`src/scb_pkg.sv`:
```
// constants, register map and state type of the smbus configuration target
// assumes one system clock; smbus pins are already synchronous to it
package scb_pkg;
  // register indices
  localparam logic [7:0] SCB_IDX_OE_LO = 8'h00;
  localparam logic [7:0] SCB_IDX_OE_HI_SWING = 8'h01;
  localparam logic [7:0] SCB_IDX_EDGE_LO = 8'h02;
  localparam logic [7:0] SCB_IDX_EDGE_HI = 8'h03;
  localparam logic [7:0] SCB_IDX_RSVD_ONES = 8'h04;
  localparam logic [7:0] SCB_IDX_REV_VENDOR = 8'h05;
  localparam logic [7:0] SCB_IDX_TYPE_DEV = 8'h06;
  localparam logic [7:0] SCB_IDX_BYTE_COUNT = 8'h07;
  // field positions
  localparam int SCB_OE8_BIT = 5;
  localparam int SCB_EDGE8_BIT = 0;
  // reset values
  localparam logic [7:0] SCB_RST_OE_LO = 8'hFF;
  localparam logic SCB_RST_OE8 = 1'b1;
  localparam logic [1:0] SCB_RST_SWING = 2'h2;
  localparam logic [7:0] SCB_RST_EDGE_LO = 8'hFF;
  localparam logic SCB_RST_EDGE8 = 1'b1;
  localparam logic [4:0] SCB_RST_BYTE_COUNT = 5'h08;
  // fixed read values of reserved bits
  localparam logic [7:0] SCB_FIX_OE_HI = 8'h4C;
  localparam logic [7:0] SCB_FIX_RSVD_ONES = 8'hFF;
  // target addresses for the three strap levels
  localparam logic [6:0] SCB_ADDR_LOW = 7'h6B;
  localparam logic [6:0] SCB_ADDR_MID = 7'h6C;
  localparam logic [6:0] SCB_ADDR_HIGH = 7'h6D;
  // strap codes on the address select input
  localparam logic [1:0] SCB_STRAP_LOW = 2'h0;
  localparam logic [1:0] SCB_STRAP_MID = 2'h1;
  localparam logic [2:0] SCB_LAST_BIT = 3'h7;
  // transaction byte position for writes
  typedef enum logic [1:0] {SCB_POS_ADDR, SCB_POS_INDEX, SCB_POS_COUNT, SCB_POS_DATA} scb_pos_t;
  // bit level engine
  typedef enum logic [2:0] {SCB_ST_IDLE, SCB_ST_RX, SCB_ST_ACK_WAIT, SCB_ST_ACK, SCB_ST_TX,
                            SCB_ST_TX_ACK, SCB_ST_TX_NEXT} scb_state_t;
endpackage

```
`src/scb_target.sv`:
```
// smbus target and configuration byte bank of a nine output clock buffer
// assumes scl/sda sampled on clk_sys_i, many system clocks per scl phase
//
// What this block does
// - target acks address, index, count, each data
// - read starts with byte count byte
// - then ascending registers, count from setting
// - target address latched from select strap
// - register 0 enables outputs 0..7, reset ones
// - register 1 bit 5 enables output 8
// - register 1 bits 1:0 select swing, reset 10
// - register 2 edge rate outputs 0..7, reset ones
// - register 3 bit 0 edge rate output 8
// - register 4 always reads all ones
// - register 7 bits 4:0 readback count, reset 8
// - registers 5,6 read-only identification bytes
`timescale 1ns/100ps
module scb_target
  import scb_pkg::*;
#(
  parameter int NUM_OUT = 9,
  parameter logic [3:0] REVISION_CODE = 4'hA, // arbitrary value
  parameter logic [3:0] VENDOR_CODE = 4'h5, // arbitrary value
  parameter logic [1:0] TYPE_CODE = 2'h2, // arbitrary value
  parameter logic [5:0] DEVICE_CODE = 6'h2A // arbitrary value
)(
  input wire logic clk_sys_i,
  input wire logic arst_n_i,
  input wire logic scl_i,
  input wire logic sda_i,
  output logic sda_o,
  output logic sda_oe_o,
  input wire logic [1:0] target_address_select_pin_i,
  input wire logic [NUM_OUT-1:0] output_enable_pin_n_i,
  output logic [NUM_OUT-1:0] clock_pair_run_o,
  output logic [NUM_OUT-1:0] edge_rate_select_o,
  output logic [1:0] swing_select_o
);
  import scb_pkg::*;

  ////////////////////////////////////////////////////////////////////////////
  // state
  scb_state_t state, next_state;
  scb_pos_t pos, next_pos;
  logic scl_q, next_scl_q;
  logic sda_q, next_sda_q;
  logic [2:0] bit_cnt, next_bit_cnt;
  logic [7:0] shift, next_shift;
  logic read_dir, next_read_dir;
  logic [4:0] remain, next_remain;
  logic [7:0] index, next_index;
  logic sda_drive, next_sda_drive;
  logic strap_done, next_strap_done;
  logic [6:0] own_addr, next_own_addr;
  logic [7:0] output_enable_bit, next_output_enable_bit;
  logic ninth_output_enable_bit, next_ninth_output_enable_bit;
  logic [1:0] swing, next_swing;
  logic [7:0] edge_rate_select_bit, next_edge_rate_select_bit;
  logic edge8, next_edge8;
  logic [4:0] readback_count_field, next_readback_count_field;
  logic [NUM_OUT-1:0] run, next_run;

  logic rise, fall, start_cond, stop_cond;
  logic [7:0] rd_byte, got_byte;

  ////////////////////////////////////////////////////////////////////////////
  // bus conditions seen against the previous sample
  assign rise = scl_i & ~scl_q;
  assign fall = ~scl_i & scl_q;
  assign start_cond = scl_i & scl_q & sda_q & ~sda_i;
  assign stop_cond = scl_i & scl_q & ~sda_q & sda_i;
  assign got_byte = {shift[6:0], sda_i};

  // read mux; unmapped indices read zero
  always_comb
  begin
    case (index)
      SCB_IDX_OE_LO: rd_byte = output_enable_bit;
      SCB_IDX_OE_HI_SWING:
        rd_byte = SCB_FIX_OE_HI | {2'h0, ninth_output_enable_bit, 3'h0, swing};
      SCB_IDX_EDGE_LO: rd_byte = edge_rate_select_bit;
      SCB_IDX_EDGE_HI: rd_byte = {7'h0, edge8};
      SCB_IDX_RSVD_ONES: rd_byte = SCB_FIX_RSVD_ONES;
      SCB_IDX_REV_VENDOR: rd_byte = {REVISION_CODE, VENDOR_CODE};
      SCB_IDX_TYPE_DEV: rd_byte = {TYPE_CODE, DEVICE_CODE};
      SCB_IDX_BYTE_COUNT: rd_byte = {3'h0, readback_count_field};
      default: rd_byte = 8'h00;
    endcase
  end

  ////////////////////////////////////////////////////////////////////////////
  // next values of protocol engine and register bank
  always_comb
  begin
    next_state = state;
    next_pos = pos;
    next_scl_q = scl_i;
    next_sda_q = sda_i;
    next_bit_cnt = bit_cnt;
    next_shift = shift;
    next_read_dir = read_dir;
    next_remain = remain;
    next_index = index;
    next_sda_drive = sda_drive;
    next_strap_done = 1'b1;
    next_own_addr = own_addr;
    next_output_enable_bit = output_enable_bit;
    next_ninth_output_enable_bit = ninth_output_enable_bit;
    next_swing = swing;
    next_edge_rate_select_bit = edge_rate_select_bit;
    next_edge8 = edge8;
    next_readback_count_field = readback_count_field;
    // strap caught once, on the first clock after reset release
    if (!strap_done)
    begin
      case (target_address_select_pin_i)
        SCB_STRAP_LOW: next_own_addr = SCB_ADDR_LOW;
        SCB_STRAP_MID: next_own_addr = SCB_ADDR_MID;
        default: next_own_addr = SCB_ADDR_HIGH;
      endcase
    end
    if (stop_cond)
    begin
      next_state = SCB_ST_IDLE;
      next_sda_drive = 1'b0;
    end
    else if (start_cond && strap_done)
    begin
      // also a repeated start; index is kept for the read that follows
      next_state = SCB_ST_RX;
      next_pos = SCB_POS_ADDR;
      next_bit_cnt = 3'h0;
      next_sda_drive = 1'b0;
    end
    else
    begin
      case (state)
        SCB_ST_IDLE: next_sda_drive = 1'b0;
        SCB_ST_RX:
        begin
          if (rise)
          begin
            next_shift = got_byte;
            next_bit_cnt = bit_cnt + 3'h1;
            if (bit_cnt == SCB_LAST_BIT)
            begin
              next_state = SCB_ST_ACK_WAIT;
              case (pos)
                SCB_POS_ADDR:
                begin
                  next_read_dir = sda_i;
                  if (shift[6:0] != own_addr)
                    next_state = SCB_ST_IDLE; // not ours, stay silent
                  next_pos = SCB_POS_INDEX;
                end
                SCB_POS_INDEX:
                begin
                  next_index = got_byte;
                  next_pos = SCB_POS_COUNT;
                end
                SCB_POS_COUNT: next_pos = SCB_POS_DATA; // count only framed
                default:
                begin
                  case (index)
                    SCB_IDX_OE_LO: next_output_enable_bit = got_byte;
                    SCB_IDX_OE_HI_SWING:
                    begin
                      next_ninth_output_enable_bit = got_byte[SCB_OE8_BIT];
                      next_swing = got_byte[1:0];
                    end
                    SCB_IDX_EDGE_LO: next_edge_rate_select_bit = got_byte;
                    SCB_IDX_EDGE_HI: next_edge8 = got_byte[SCB_EDGE8_BIT];
                    SCB_IDX_BYTE_COUNT: next_readback_count_field = got_byte[4:0];
                    default: next_index = index;
                  endcase
                  next_index = index + 8'h01;
                end
              endcase
            end
          end
        end
        SCB_ST_ACK_WAIT:
        begin
          if (fall)
          begin
            next_sda_drive = 1'b1;
            next_state = SCB_ST_ACK;
          end
        end
        SCB_ST_ACK:
        begin
          if (fall)
          begin
            next_bit_cnt = 3'h0;
            if (read_dir && pos == SCB_POS_INDEX)
            begin
              // count byte goes first
              next_shift = {3'h0, readback_count_field};
              next_remain = readback_count_field;
              next_sda_drive = 1'b1; // top three bits of the count are zero
              next_state = SCB_ST_TX;
            end
            else
            begin
              next_sda_drive = 1'b0;
              next_state = SCB_ST_RX;
            end
          end
        end
        SCB_ST_TX:
        begin
          if (fall)
          begin
            next_bit_cnt = bit_cnt + 3'h1;
            next_shift = {shift[6:0], 1'b1};
            if (bit_cnt == SCB_LAST_BIT)
            begin
              next_sda_drive = 1'b0; // release for host answer
              next_state = SCB_ST_TX_ACK;
            end
            else
              next_sda_drive = ~shift[6];
          end
        end
        SCB_ST_TX_ACK:
        begin
          if (rise)
            next_state = sda_i ? SCB_ST_IDLE : SCB_ST_TX_NEXT;
        end
        SCB_ST_TX_NEXT:
        begin
          // host acked
          if (fall)
          begin
            next_bit_cnt = 3'h0;
            next_state = SCB_ST_TX;
            if (remain != 5'h00)
            begin
              // ascending bytes up to the programmed count
              next_shift = rd_byte;
              next_sda_drive = ~rd_byte[7];
              next_remain = remain - 5'h01;
              next_index = index + 8'h01;
            end
            else
            begin
              // past the count the line is left released and reads ones
              next_shift = SCB_FIX_RSVD_ONES;
              next_sda_drive = 1'b0;
            end
          end
        end
        default: next_state = SCB_ST_IDLE;
      endcase
    end
  end

  // pair runs only with bit set and active low pin asserted
  always_comb
  begin
    next_run = {ninth_output_enable_bit, output_enable_bit}
             & ~output_enable_pin_n_i;
  end

  ////////////////////////////////////////////////////////////////////////////
  // registers only
  always_ff @(posedge clk_sys_i or negedge arst_n_i)
  begin
    if (!arst_n_i)
    begin
      state <= SCB_ST_IDLE;
      pos <= SCB_POS_ADDR;
      scl_q <= 1'b1;
      sda_q <= 1'b1;
      bit_cnt <= 3'h0;
      shift <= 8'h00;
      read_dir <= 1'b0;
      remain <= 5'h00;
      index <= 8'h00;
      sda_drive <= 1'b0;
      strap_done <= 1'b0;
      own_addr <= SCB_ADDR_HIGH;
      output_enable_bit <= SCB_RST_OE_LO;
      ninth_output_enable_bit <= SCB_RST_OE8;
      swing <= SCB_RST_SWING;
      edge_rate_select_bit <= SCB_RST_EDGE_LO;
      edge8 <= SCB_RST_EDGE8;
      readback_count_field <= SCB_RST_BYTE_COUNT;
      run <= '0;
    end
    else
    begin
      state <= next_state;
      pos <= next_pos;
      scl_q <= next_scl_q;
      sda_q <= next_sda_q;
      bit_cnt <= next_bit_cnt;
      shift <= next_shift;
      read_dir <= next_read_dir;
      remain <= next_remain;
      index <= next_index;
      sda_drive <= next_sda_drive;
      strap_done <= next_strap_done;
      own_addr <= next_own_addr;
      output_enable_bit <= next_output_enable_bit;
      ninth_output_enable_bit <= next_ninth_output_enable_bit;
      swing <= next_swing;
      edge_rate_select_bit <= next_edge_rate_select_bit;
      edge8 <= next_edge8;
      readback_count_field <= next_readback_count_field;
      run <= next_run;
    end
  end

  // open drain: only ever pull low
  assign sda_o = 1'b0;
  assign sda_oe_o = sda_drive;
  assign clock_pair_run_o = run;
  assign edge_rate_select_o = {edge8, edge_rate_select_bit};
  assign swing_select_o = swing;
endmodule

```
`config.mk`:
```
export PLATFORM = sky130hd
export DESIGN_NAME = scb_target
export DESIGN_NICKNAME = d
export VERILOG_FILES = /design/src/scb_pkg.sv /design/src/scb_target.sv
export SDC_FILE = /design/constraint.sdc
export NUM_CORES = 1
export LEC_CHECK = 0
export BUFFER_PORTS_ARGS = -buffer_cell sky130_fd_sc_hd__buf_2
export CAP_MARGIN = 40
export CORE_MARGIN = 1.5
export CORE_UTILIZATION = 60
export CTS_CLUSTER_SIZE = 20
export DETAILED_ROUTE_END_ITERATION = 12
export PLACE_DENSITY = 0.8
export SLEW_MARGIN = 20
export SYNTH_ARGS = -nofsm -noshare
export SYNTH_HDL_FRONTEND = slang
export SYNTH_SLANG_ARGS = --single-unit
```
`constraint.sdc`:
```
create_clock -name clk_sys_i -period 2.67 [get_ports clk_sys_i]
set_input_delay 0.267 -clock clk_sys_i [delete_from_list [all_inputs] [get_ports clk_sys_i]]
set_output_delay 0.267 -clock clk_sys_i [all_outputs]
set_load 0.02 [all_outputs]
```
==> metrics.csv, run 1 <==
metric;value;unit
cp_cell_sequence;inv_1, ha_1, a21oi_1, a2bb2oi_1, nand2_1, a211oi_1, a21o_1;
io_pins;37;
clkTransAtPathRegs;0.08;ns
cts_resized;0;
swShare;0.322;
drv_cap;0;
power.leakage;0.00208;uW
dr.pass1.iters;5;
whs;0.0433;ns
p_sw;836;uW
avgRoutedWirePerCell;18.5;um
synth_edf_count;0;
yosys-mux-area-fraction;0.0812;
synth_top_family_by_area;compound AO/OA/AOI/OAI gates;
core;6390;um2
drt-vias-per-instance;6.33;
cts_setup_buffers;0;
status;completed;
synth_nets;426;
grt_pass1_vias;3055;
fp.dieArea;7180;um2
start_util;0.627;
cts-htree-levels;3;
ir_drop;373;uV
place.gp.congestion;0.900;
vias;3247;
diodes;0;
grt_pass1_wl;15400;um
cts_made_buffers;9;
nNetsFinal;460;
fin_skew;0.0137;ns
synth_warnings;0;
slew_headroom;0.535;
drtIter0Drc;314;
wirelength;9470;um
p_per_area;581;nW/um2
hold_buffers;0;
drive_gt1_frac;0.300;
hpwlAfterDp;6660;um
drv_slew;0;
critPathCaptureType;flop;
cts_buffer_depth;2;
synthTopCellsByArea;dfrtp_1 (29%), dfstp_2 (16%), mux2_2 (7.9%);
async_reset_ff_frac;1.00;
clock_latency;0.36;ns
synth_cell_type_count;64;
yosys_most_used_dff;dfrtp_1;
worstPathRequired;2.97;ns
path_class;flop to flop;
synth_seq_cells;70;
area_growth;11.5;%
cp-start-kind;flop;
synthXorXnorAreaFrac;0.00656;
p_clk_frac;0.340;
port_buffers;35;
grt_max_degree;37;
nFillCells;482;
fp-row-count;29;
fin_crit;2.18;ns
synth.yosys.seq_area_share;0.445;
grt-ovfl-total;0;
syn_area;4010;um2
cp_max_fo;10;
cp.arrival;2.48;ns
max_freq;458;MHz
cts_root_buffer;clkbuf_8;
synth-compound-area-share;0.193;
drc;0;
yosysTopAreaCellShare;0.287;
die_x;84.7;um
seqPwrFrac;0.502;
fin_tns_setup;0;ns
yosys.area_share.simple;0.183;
clock_sinks;70;
grt_setup_unrepaired;no;
worst_pin_slew;0.695;ns
synth_area_per_cell;10.1;um2
combPwrFrac;0.158;
synthAdderAreaFrac;0.0437;
intPower;1760;uW
yosysTopAreaCell;dfrtp_1;
dieHeight;84.7;um
max_stage_delay;0.52;ns
ant_nets;0;
synthesis.instances;397;
grt_usage;0.276;
min_path_type;input port to flop;
cts_tree;yes;
cpMaxStageDelayCell;dfrtp_1;
finalHoldViolCount;0;
antenna_found_initial;0;
finalSetupViolCount;0;
period_share;0.818;
sequential cells by signal (all words and copies together) (netlist names):
name / cells
bit_cnt: 3
clock_pair_run_o: 9
edge8: 1
edge_rate_select_bit: 8
index: 8
ninth_output_enable_bit: 1
output_enable_bit: 8
own_addr: 3
pos: 2
read_dir: 1
readback_count_field: 5
remain: 5
scl_q: 1
sda_oe_o: 1
sda_q: 1
shift: 7
state: 3
strap_done: 1
swing_select_o: 2
through the flow:
step | utilization | cells | total power [uW] | instance area (um2) | setup WS [ns]
after floorplan | - | 397 | 1550 | 4010 | 0.631
after global placement | 0.663 | 495 | 1690 | 4240 | 0.612
after detailed placement | 0.663 | 495 | 1710 | 4240 | 0.542
after CTS | 0.695 | 511 | 2590 | 4440 | 0.514
after global routing | 0.700 | 513 | 2700 | 4470 | 0.290
final | 0.700 | 513 | 2590 | 4470 | 0.486
cells by family after synthesis:
kind of cell | count (synthesis)
simple gates | 126
compound gates | 115
flops | 70
buf+inv | 38
mux | 29
fa+ha+maj | 14
xor+xnor | 3
other cells | 2
power groups by stage:
stage | Combinational, uW | Clock, uW | Sequential [uW]
6_report | 409 | 883 | 1300
5_1_grt | 454 | 938 | 1310
4_1_cts | 399 | 895 | 1290
3_5_place_dp | 397 | 0 | 1310
3_3_place_gp | 380 | 0 | 1310
2_1_floorplan | 332 | 0 | 1220
critical path, delay by kind of cell (launching register included):
kind	cells	cell delay [ns]
fa+ha+maj	1	0.25
simple gates	1	0.12
flops	1	0.52
compound gates	4	1.06
buf+inv	1	0.19
final timing paths:
check                           slack (ns)  depth (start not counted)                             to                      from
worst max-delay path                  0.49                          7           shift[1]$_DFFE_PN0P_      state[0]$_DFFE_PN0P_
worst min-delay path                  0.04                          2  clock_pair_run_o[5]$_DFF_PN0_  output_enable_pin_n_i[5]
worst max register to register        0.49                          7           shift[1]$_DFFE_PN0P_      state[0]$_DFFE_PN0P_
worst min register to register        0.47                          2        own_addr[0]$_DFFE_PN1N_   own_addr[0]$_DFFE_PN1N_
max in group asynchronous             1.71                          4        own_addr[2]$_DFFE_PN1N_                  arst_n_i
min in group asynchronous             0.25                          2          remain[1]$_DFFE_PN0P_                  arst_n_i
Yosys cell counts (all sizes together) (2+ instances only):
cell type,count
and3b,2
xor2,3
dfrtp,46
o21a,2
a211oi,7
a221oi,4
nand2,29
clkbuf,12
nor4,2
and3,5
o21ai,28
nand2b,5
nor2,30
o21bai,2
nand4b,2
a21oi,24
mux2,28
a2bb2oi,5
nand3b,4
o31ai,4
o22a,2
a31oi,4
nand3,8
ha,14
a22oi,7
and2,5
a211o,4
a222oi,2
or2,2
a22o,3
nor2b,14
conb,2
dfstp,24
a32oi,3
buf,12
nor3,9
inv,14
nor3b,5
a21o,6
layout make-up:
class | count | area (um2) | share of cell area
clock buffer | 9 | 124 | 0.0277
clock inverter | 7 | 78.8 | 0.0176
inverter | 14 | 52.6 | 0.0118
multi-input combinational | 289 | 2040 | 0.457
sequential | 70 | 1780 | 0.399
tap | 77 | 96.3 | 0.0216
timing repair buffer | 47 | 293 | 0.0655
layout by cell type (no fill, tap or decap), types with 14 or more instances in the layout:
| master | Yosys | layout |
|---|---|---|
| a21oi_1 | 24 | 24 |
| buf_2 | 5 | 35 |
| dfrtp_1 | 46 | 46 |
| dfstp_2 | 24 | 24 |
| ha_1 | 14 | 14 |
| inv_1 | 14 | 14 |
| mux2_2 | 28 | 28 |
| nand2_1 | 29 | 29 |
| nor2_1 | 28 | 28 |
| nor2b_1 | 14 | 14 |
| o21ai_0 | 28 | 28 |
routing by layer:
metal,track usage,routed length (um),up-vias,part of all wire
li1,-,-,1515,-
met1,0.393,4200,1583,0.44
met2,0.425,4450,134,0.47
met3,0.0600,673,15,0.071
met4,0.0865,141,0,0.015
met5,0,0,-,0
No activity file was read; power rests on OpenSTA's default activity.
==> run 2: changes to the inputs <==
ABC_AREA = 1   (was default)
clock period = 2.15 ns   (was 2.67 ns; I/O delays follow)
==> run 2 against run 1 <==
Hold slack worse by 0.039 ns. Clock skew down 0.0017 ns. Area after synthesis rose by 3.0%. Critical endpoint is now shift[5]$_DFFE_PN0P_. Largest power group unchanged.
==> metrics.csv, run 2 <==
metric;value;unit;change
status;completed;;unchanged
grt_usage;0.286;;was 0.276
cts-htree-levels;3;;unchanged
cpMaxStageDelayCell;dlygate4sd3_1;;was dfrtp_1
drt-vias-per-instance;5.53;;was 6.33
io_pins;37;;unchanged
place.gp.congestion;0.910;;was 0.900
largest_reg_flops;9;;unchanged
drv_slew;0;;unchanged
grt_pass1_wl;16400;um;was 15400 um
p_clk_frac;0.312;;was 0.340
register_area;1780;um2;unchanged
synth.yosys.seq_area_share;0.432;;was 0.445
min_path_type;input port to flop;;unchanged
critPathCaptureType;flop;;unchanged
diodes;0;;unchanged
finalSetupViolCount;0;;unchanged
placed_area;4350;um2;was 4240 um2
worstPathRequired;2.38;ns;was 2.97 ns
vias;3741;;was 3247
cp.arrival;2.30;ns;was 2.48 ns
cp-start-kind;input port;;was flop
period_share;0.962;;
cts_root_buffer;clkbuf_8;;unchanged
fp-row-count;30;;was 29
ir_drop;538;uV;was 373 uV
synth_cell_type_count;43;;was 64
start_util;0.614;;was 0.627
crit_top_cell;nor2_1;;
cts_tree;yes;;unchanged
fin_tns_setup;0;ns;unchanged
finalHoldViolCount;0;;unchanged
syn_area;4130;um2;was 4010 um2
cts_made_buffers;9;;unchanged
combPwrFrac;0.299;;was 0.158
area_growth;13.0;%;was 11.5%
clock_latency;0.35;ns;was 0.36 ns
r2r_cells;7;;unchanged
layout_common_cells;nand2_1 (148), inv_1 (63), nor2_1 (62);;was dfrtp_1 (46), buf_2 (35), nand2_1 (29)
die_x;85.9;um;was 84.7 um
pre_cts_ws;0.263;ns;was 0.542 ns
core;6720;um2;was 6390 um2
crit_cells;9;;was 7
worst_pin_slew;0.519;ns;was 0.695 ns
synth_area_per_cell;7.55;um2;was 10.1 um2
fin_skew;0.0120;ns;was 0.0137 ns
setup_ws;0.0820;ns;was 0.486 ns
slew_headroom;0.652;;was 0.535
yosysTopAreaCellShare;0.279;;was 0.287
whs;0.00422;ns;was 0.0433 ns
yosysMostFrequentCell;nand2_1;;was dfrtp_1
nFillCells;574;;was 482
grt_max_degree;71;;was 37
swShare;0.370;;was 0.322
dieHeight;85.9;um;was 84.7 um
seqPwrFrac;0.388;;was 0.502
yosysTopAreaCell;dfrtp_1;;unchanged
power.leakage;0.00231;uW;was 0.00208 uW
drv_cap;0;;unchanged
hpwlAfterDp;7330;um;was 6660 um
multi_input_area;1990;um2;was 2040 um2
port_buffers;35;;unchanged
clkTransAtPathRegs;0.09;ns;was 0.08 ns
yosys_most_used_dff;dfrtp_1;;unchanged
cp_max_fo;14;;was 10
max_freq;484;MHz;
grt_setup_unrepaired;no;;unchanged
dr.pass1.iters;5;;unchanged
intPower;2650;uW;was 1760 uW
cp_top_family;simple AND/OR/NAND/NOR gates;;was compound AO/OA/AOI/OAI gates
min_path_cells;2;;unchanged
max_stage_delay;0.51;ns;was 0.52 ns
synthTopCellsByCount;nand2_1 (148), inv_1 (63), nor2_1 (62);;was dfrtp_1 (46), nand2_1 (29), mux2_2 (28), nor2_1 (28), o21ai_0 (28)
cts_resized;0;;unchanged
async_reset_ff_frac;1.00;;unchanged
avgRoutedWirePerCell;14.8;um;was 18.5 um
synthesis.instances;547;;was 397
synth_warnings;0;;unchanged
critPathBufInv;3;;was 1
drtIter0Drc;261;;was 314
nNetsFinal;620;;was 460
cp_cell_sequence;dlygate4sd3_1, buf_2, inv_2, nand4_1, nand2_1, nor2_1, nand3_2, nor2_1, a21boi_1;;was inv_1, ha_1, a21oi_1, a2bb2oi_1, nand2_1, a211oi_1, a21o_1
grt_pass1_vias;3479;;was 3055
grt-ovfl-total;0;;unchanged
synth_seq_cells;70;;unchanged
final_common_cell;nand2_1;;was dfrtp_1
clock_sinks;70;;unchanged
cts_setup_buffers;0;;unchanged
fin_crit;2.07;ns;
synthTopCellsByArea;dfrtp_1 (28%), dfstp_2 (15%), nand2_1 (13%);;was dfrtp_1 (29%), dfstp_2 (16%), mux2_2 (7.9%)
fp.dieArea;7390;um2;was 7180 um2
final_area;4660;um2;was 4470 um2
cts_buffer_depth;2;;unchanged
p_sw;1550;uW;was 836 uW
drc;0;;unchanged
hold_buffers;4;;was 0
wirelength;9970;um;was 9470 um
synth_edf_count;0;;unchanged
antenna_found_initial;0;;unchanged
path_class;input port to flop;;was flop to flop
ant_nets;0;;unchanged
drive_gt1_frac;0.180;;was 0.300
final_util;0.694;;was 0.700
p_per_area;901;nW/um2;was 581 nW/um2
synth_nets;576;;was 426
run 2: final timing paths:
kind | startpoint | endpoint | slack [ns]
min reg2reg | edge_rate_select_bit[5]$_DFFE_PN1P_ | edge_rate_select_bit[5]$_DFFE_PN1P_ | 0.48
min | output_enable_pin_n_i[8] | clock_pair_run_o[8]$_DFF_PN0_ | 0.004
max in group asynchronous | arst_n_i | own_addr[0]$_DFFE_PN1N_ | 1.37
min in group asynchronous | arst_n_i | clock_pair_run_o[8]$_DFF_PN0_ | 0.42
max reg2reg | state[0]$_DFFE_PN0P_ | shift[5]$_DFFE_PN0P_ | 0.23
max | sda_i | shift[5]$_DFFE_PN0P_ | 0.08
run 2: final cells by class:
| type | count | share of cell area |
|---|---|---|
| multi-input combinational | 395 | 0.427 |
| sequential | 70 | 0.382 |
| timing repair buffer | 45 | 0.0601 |
| inverter | 70 | 0.0563 |
| clock buffer | 9 | 0.0266 |
| clock inverter | 7 | 0.0260 |
| tap | 80 | 0.0215 |
run 2: cells by family (layout without fill, tap and decap cells):
kind of cell | Yosys count | count (layout) | share of synthesized area
AOI/OAI and AO/OA | 81 | 81 | 0.112
buffers and inverters | 82 | 131 | 0.0855
other | 2 | 2 | 0.00182
xor gates and xnor gates | 5 | 5 | 0.0106
DFF | 70 | 70 | 0.432
and+or+nand+nor | 293 | 293 | 0.316
adders and majority gates | 14 | 14 | 0.0424
run 2: power groups by stage:
stage                     clock [uW]  sequential (uW)  combinational (uW)
final                           1310             1630                1260
after global routing            1370             1650                1420
after CTS                       1320             1630                1240
after detailed placement           0             1650                1230
after global placement             0             1640                1180
after floorplan                    0             1600                 980
run 2: through the flow:
step	total power [uW]	cells
floorplan	2570	547
finish	4200	676
global route	4440	676
global placement	2830	653
detailed placement	2880	653
CTS	4190	673
run 2: routing by layer:
| metal | GRT usage | part of all wire |
|---|---|---|
| met1 | 0.360 | 0.43 |
| met2 | 0.491 | 0.49 |
| met3 | 0.0510 | 0.055 |
| met4 | 0.110 | 0.025 |
| met5 | 0 | 0 |
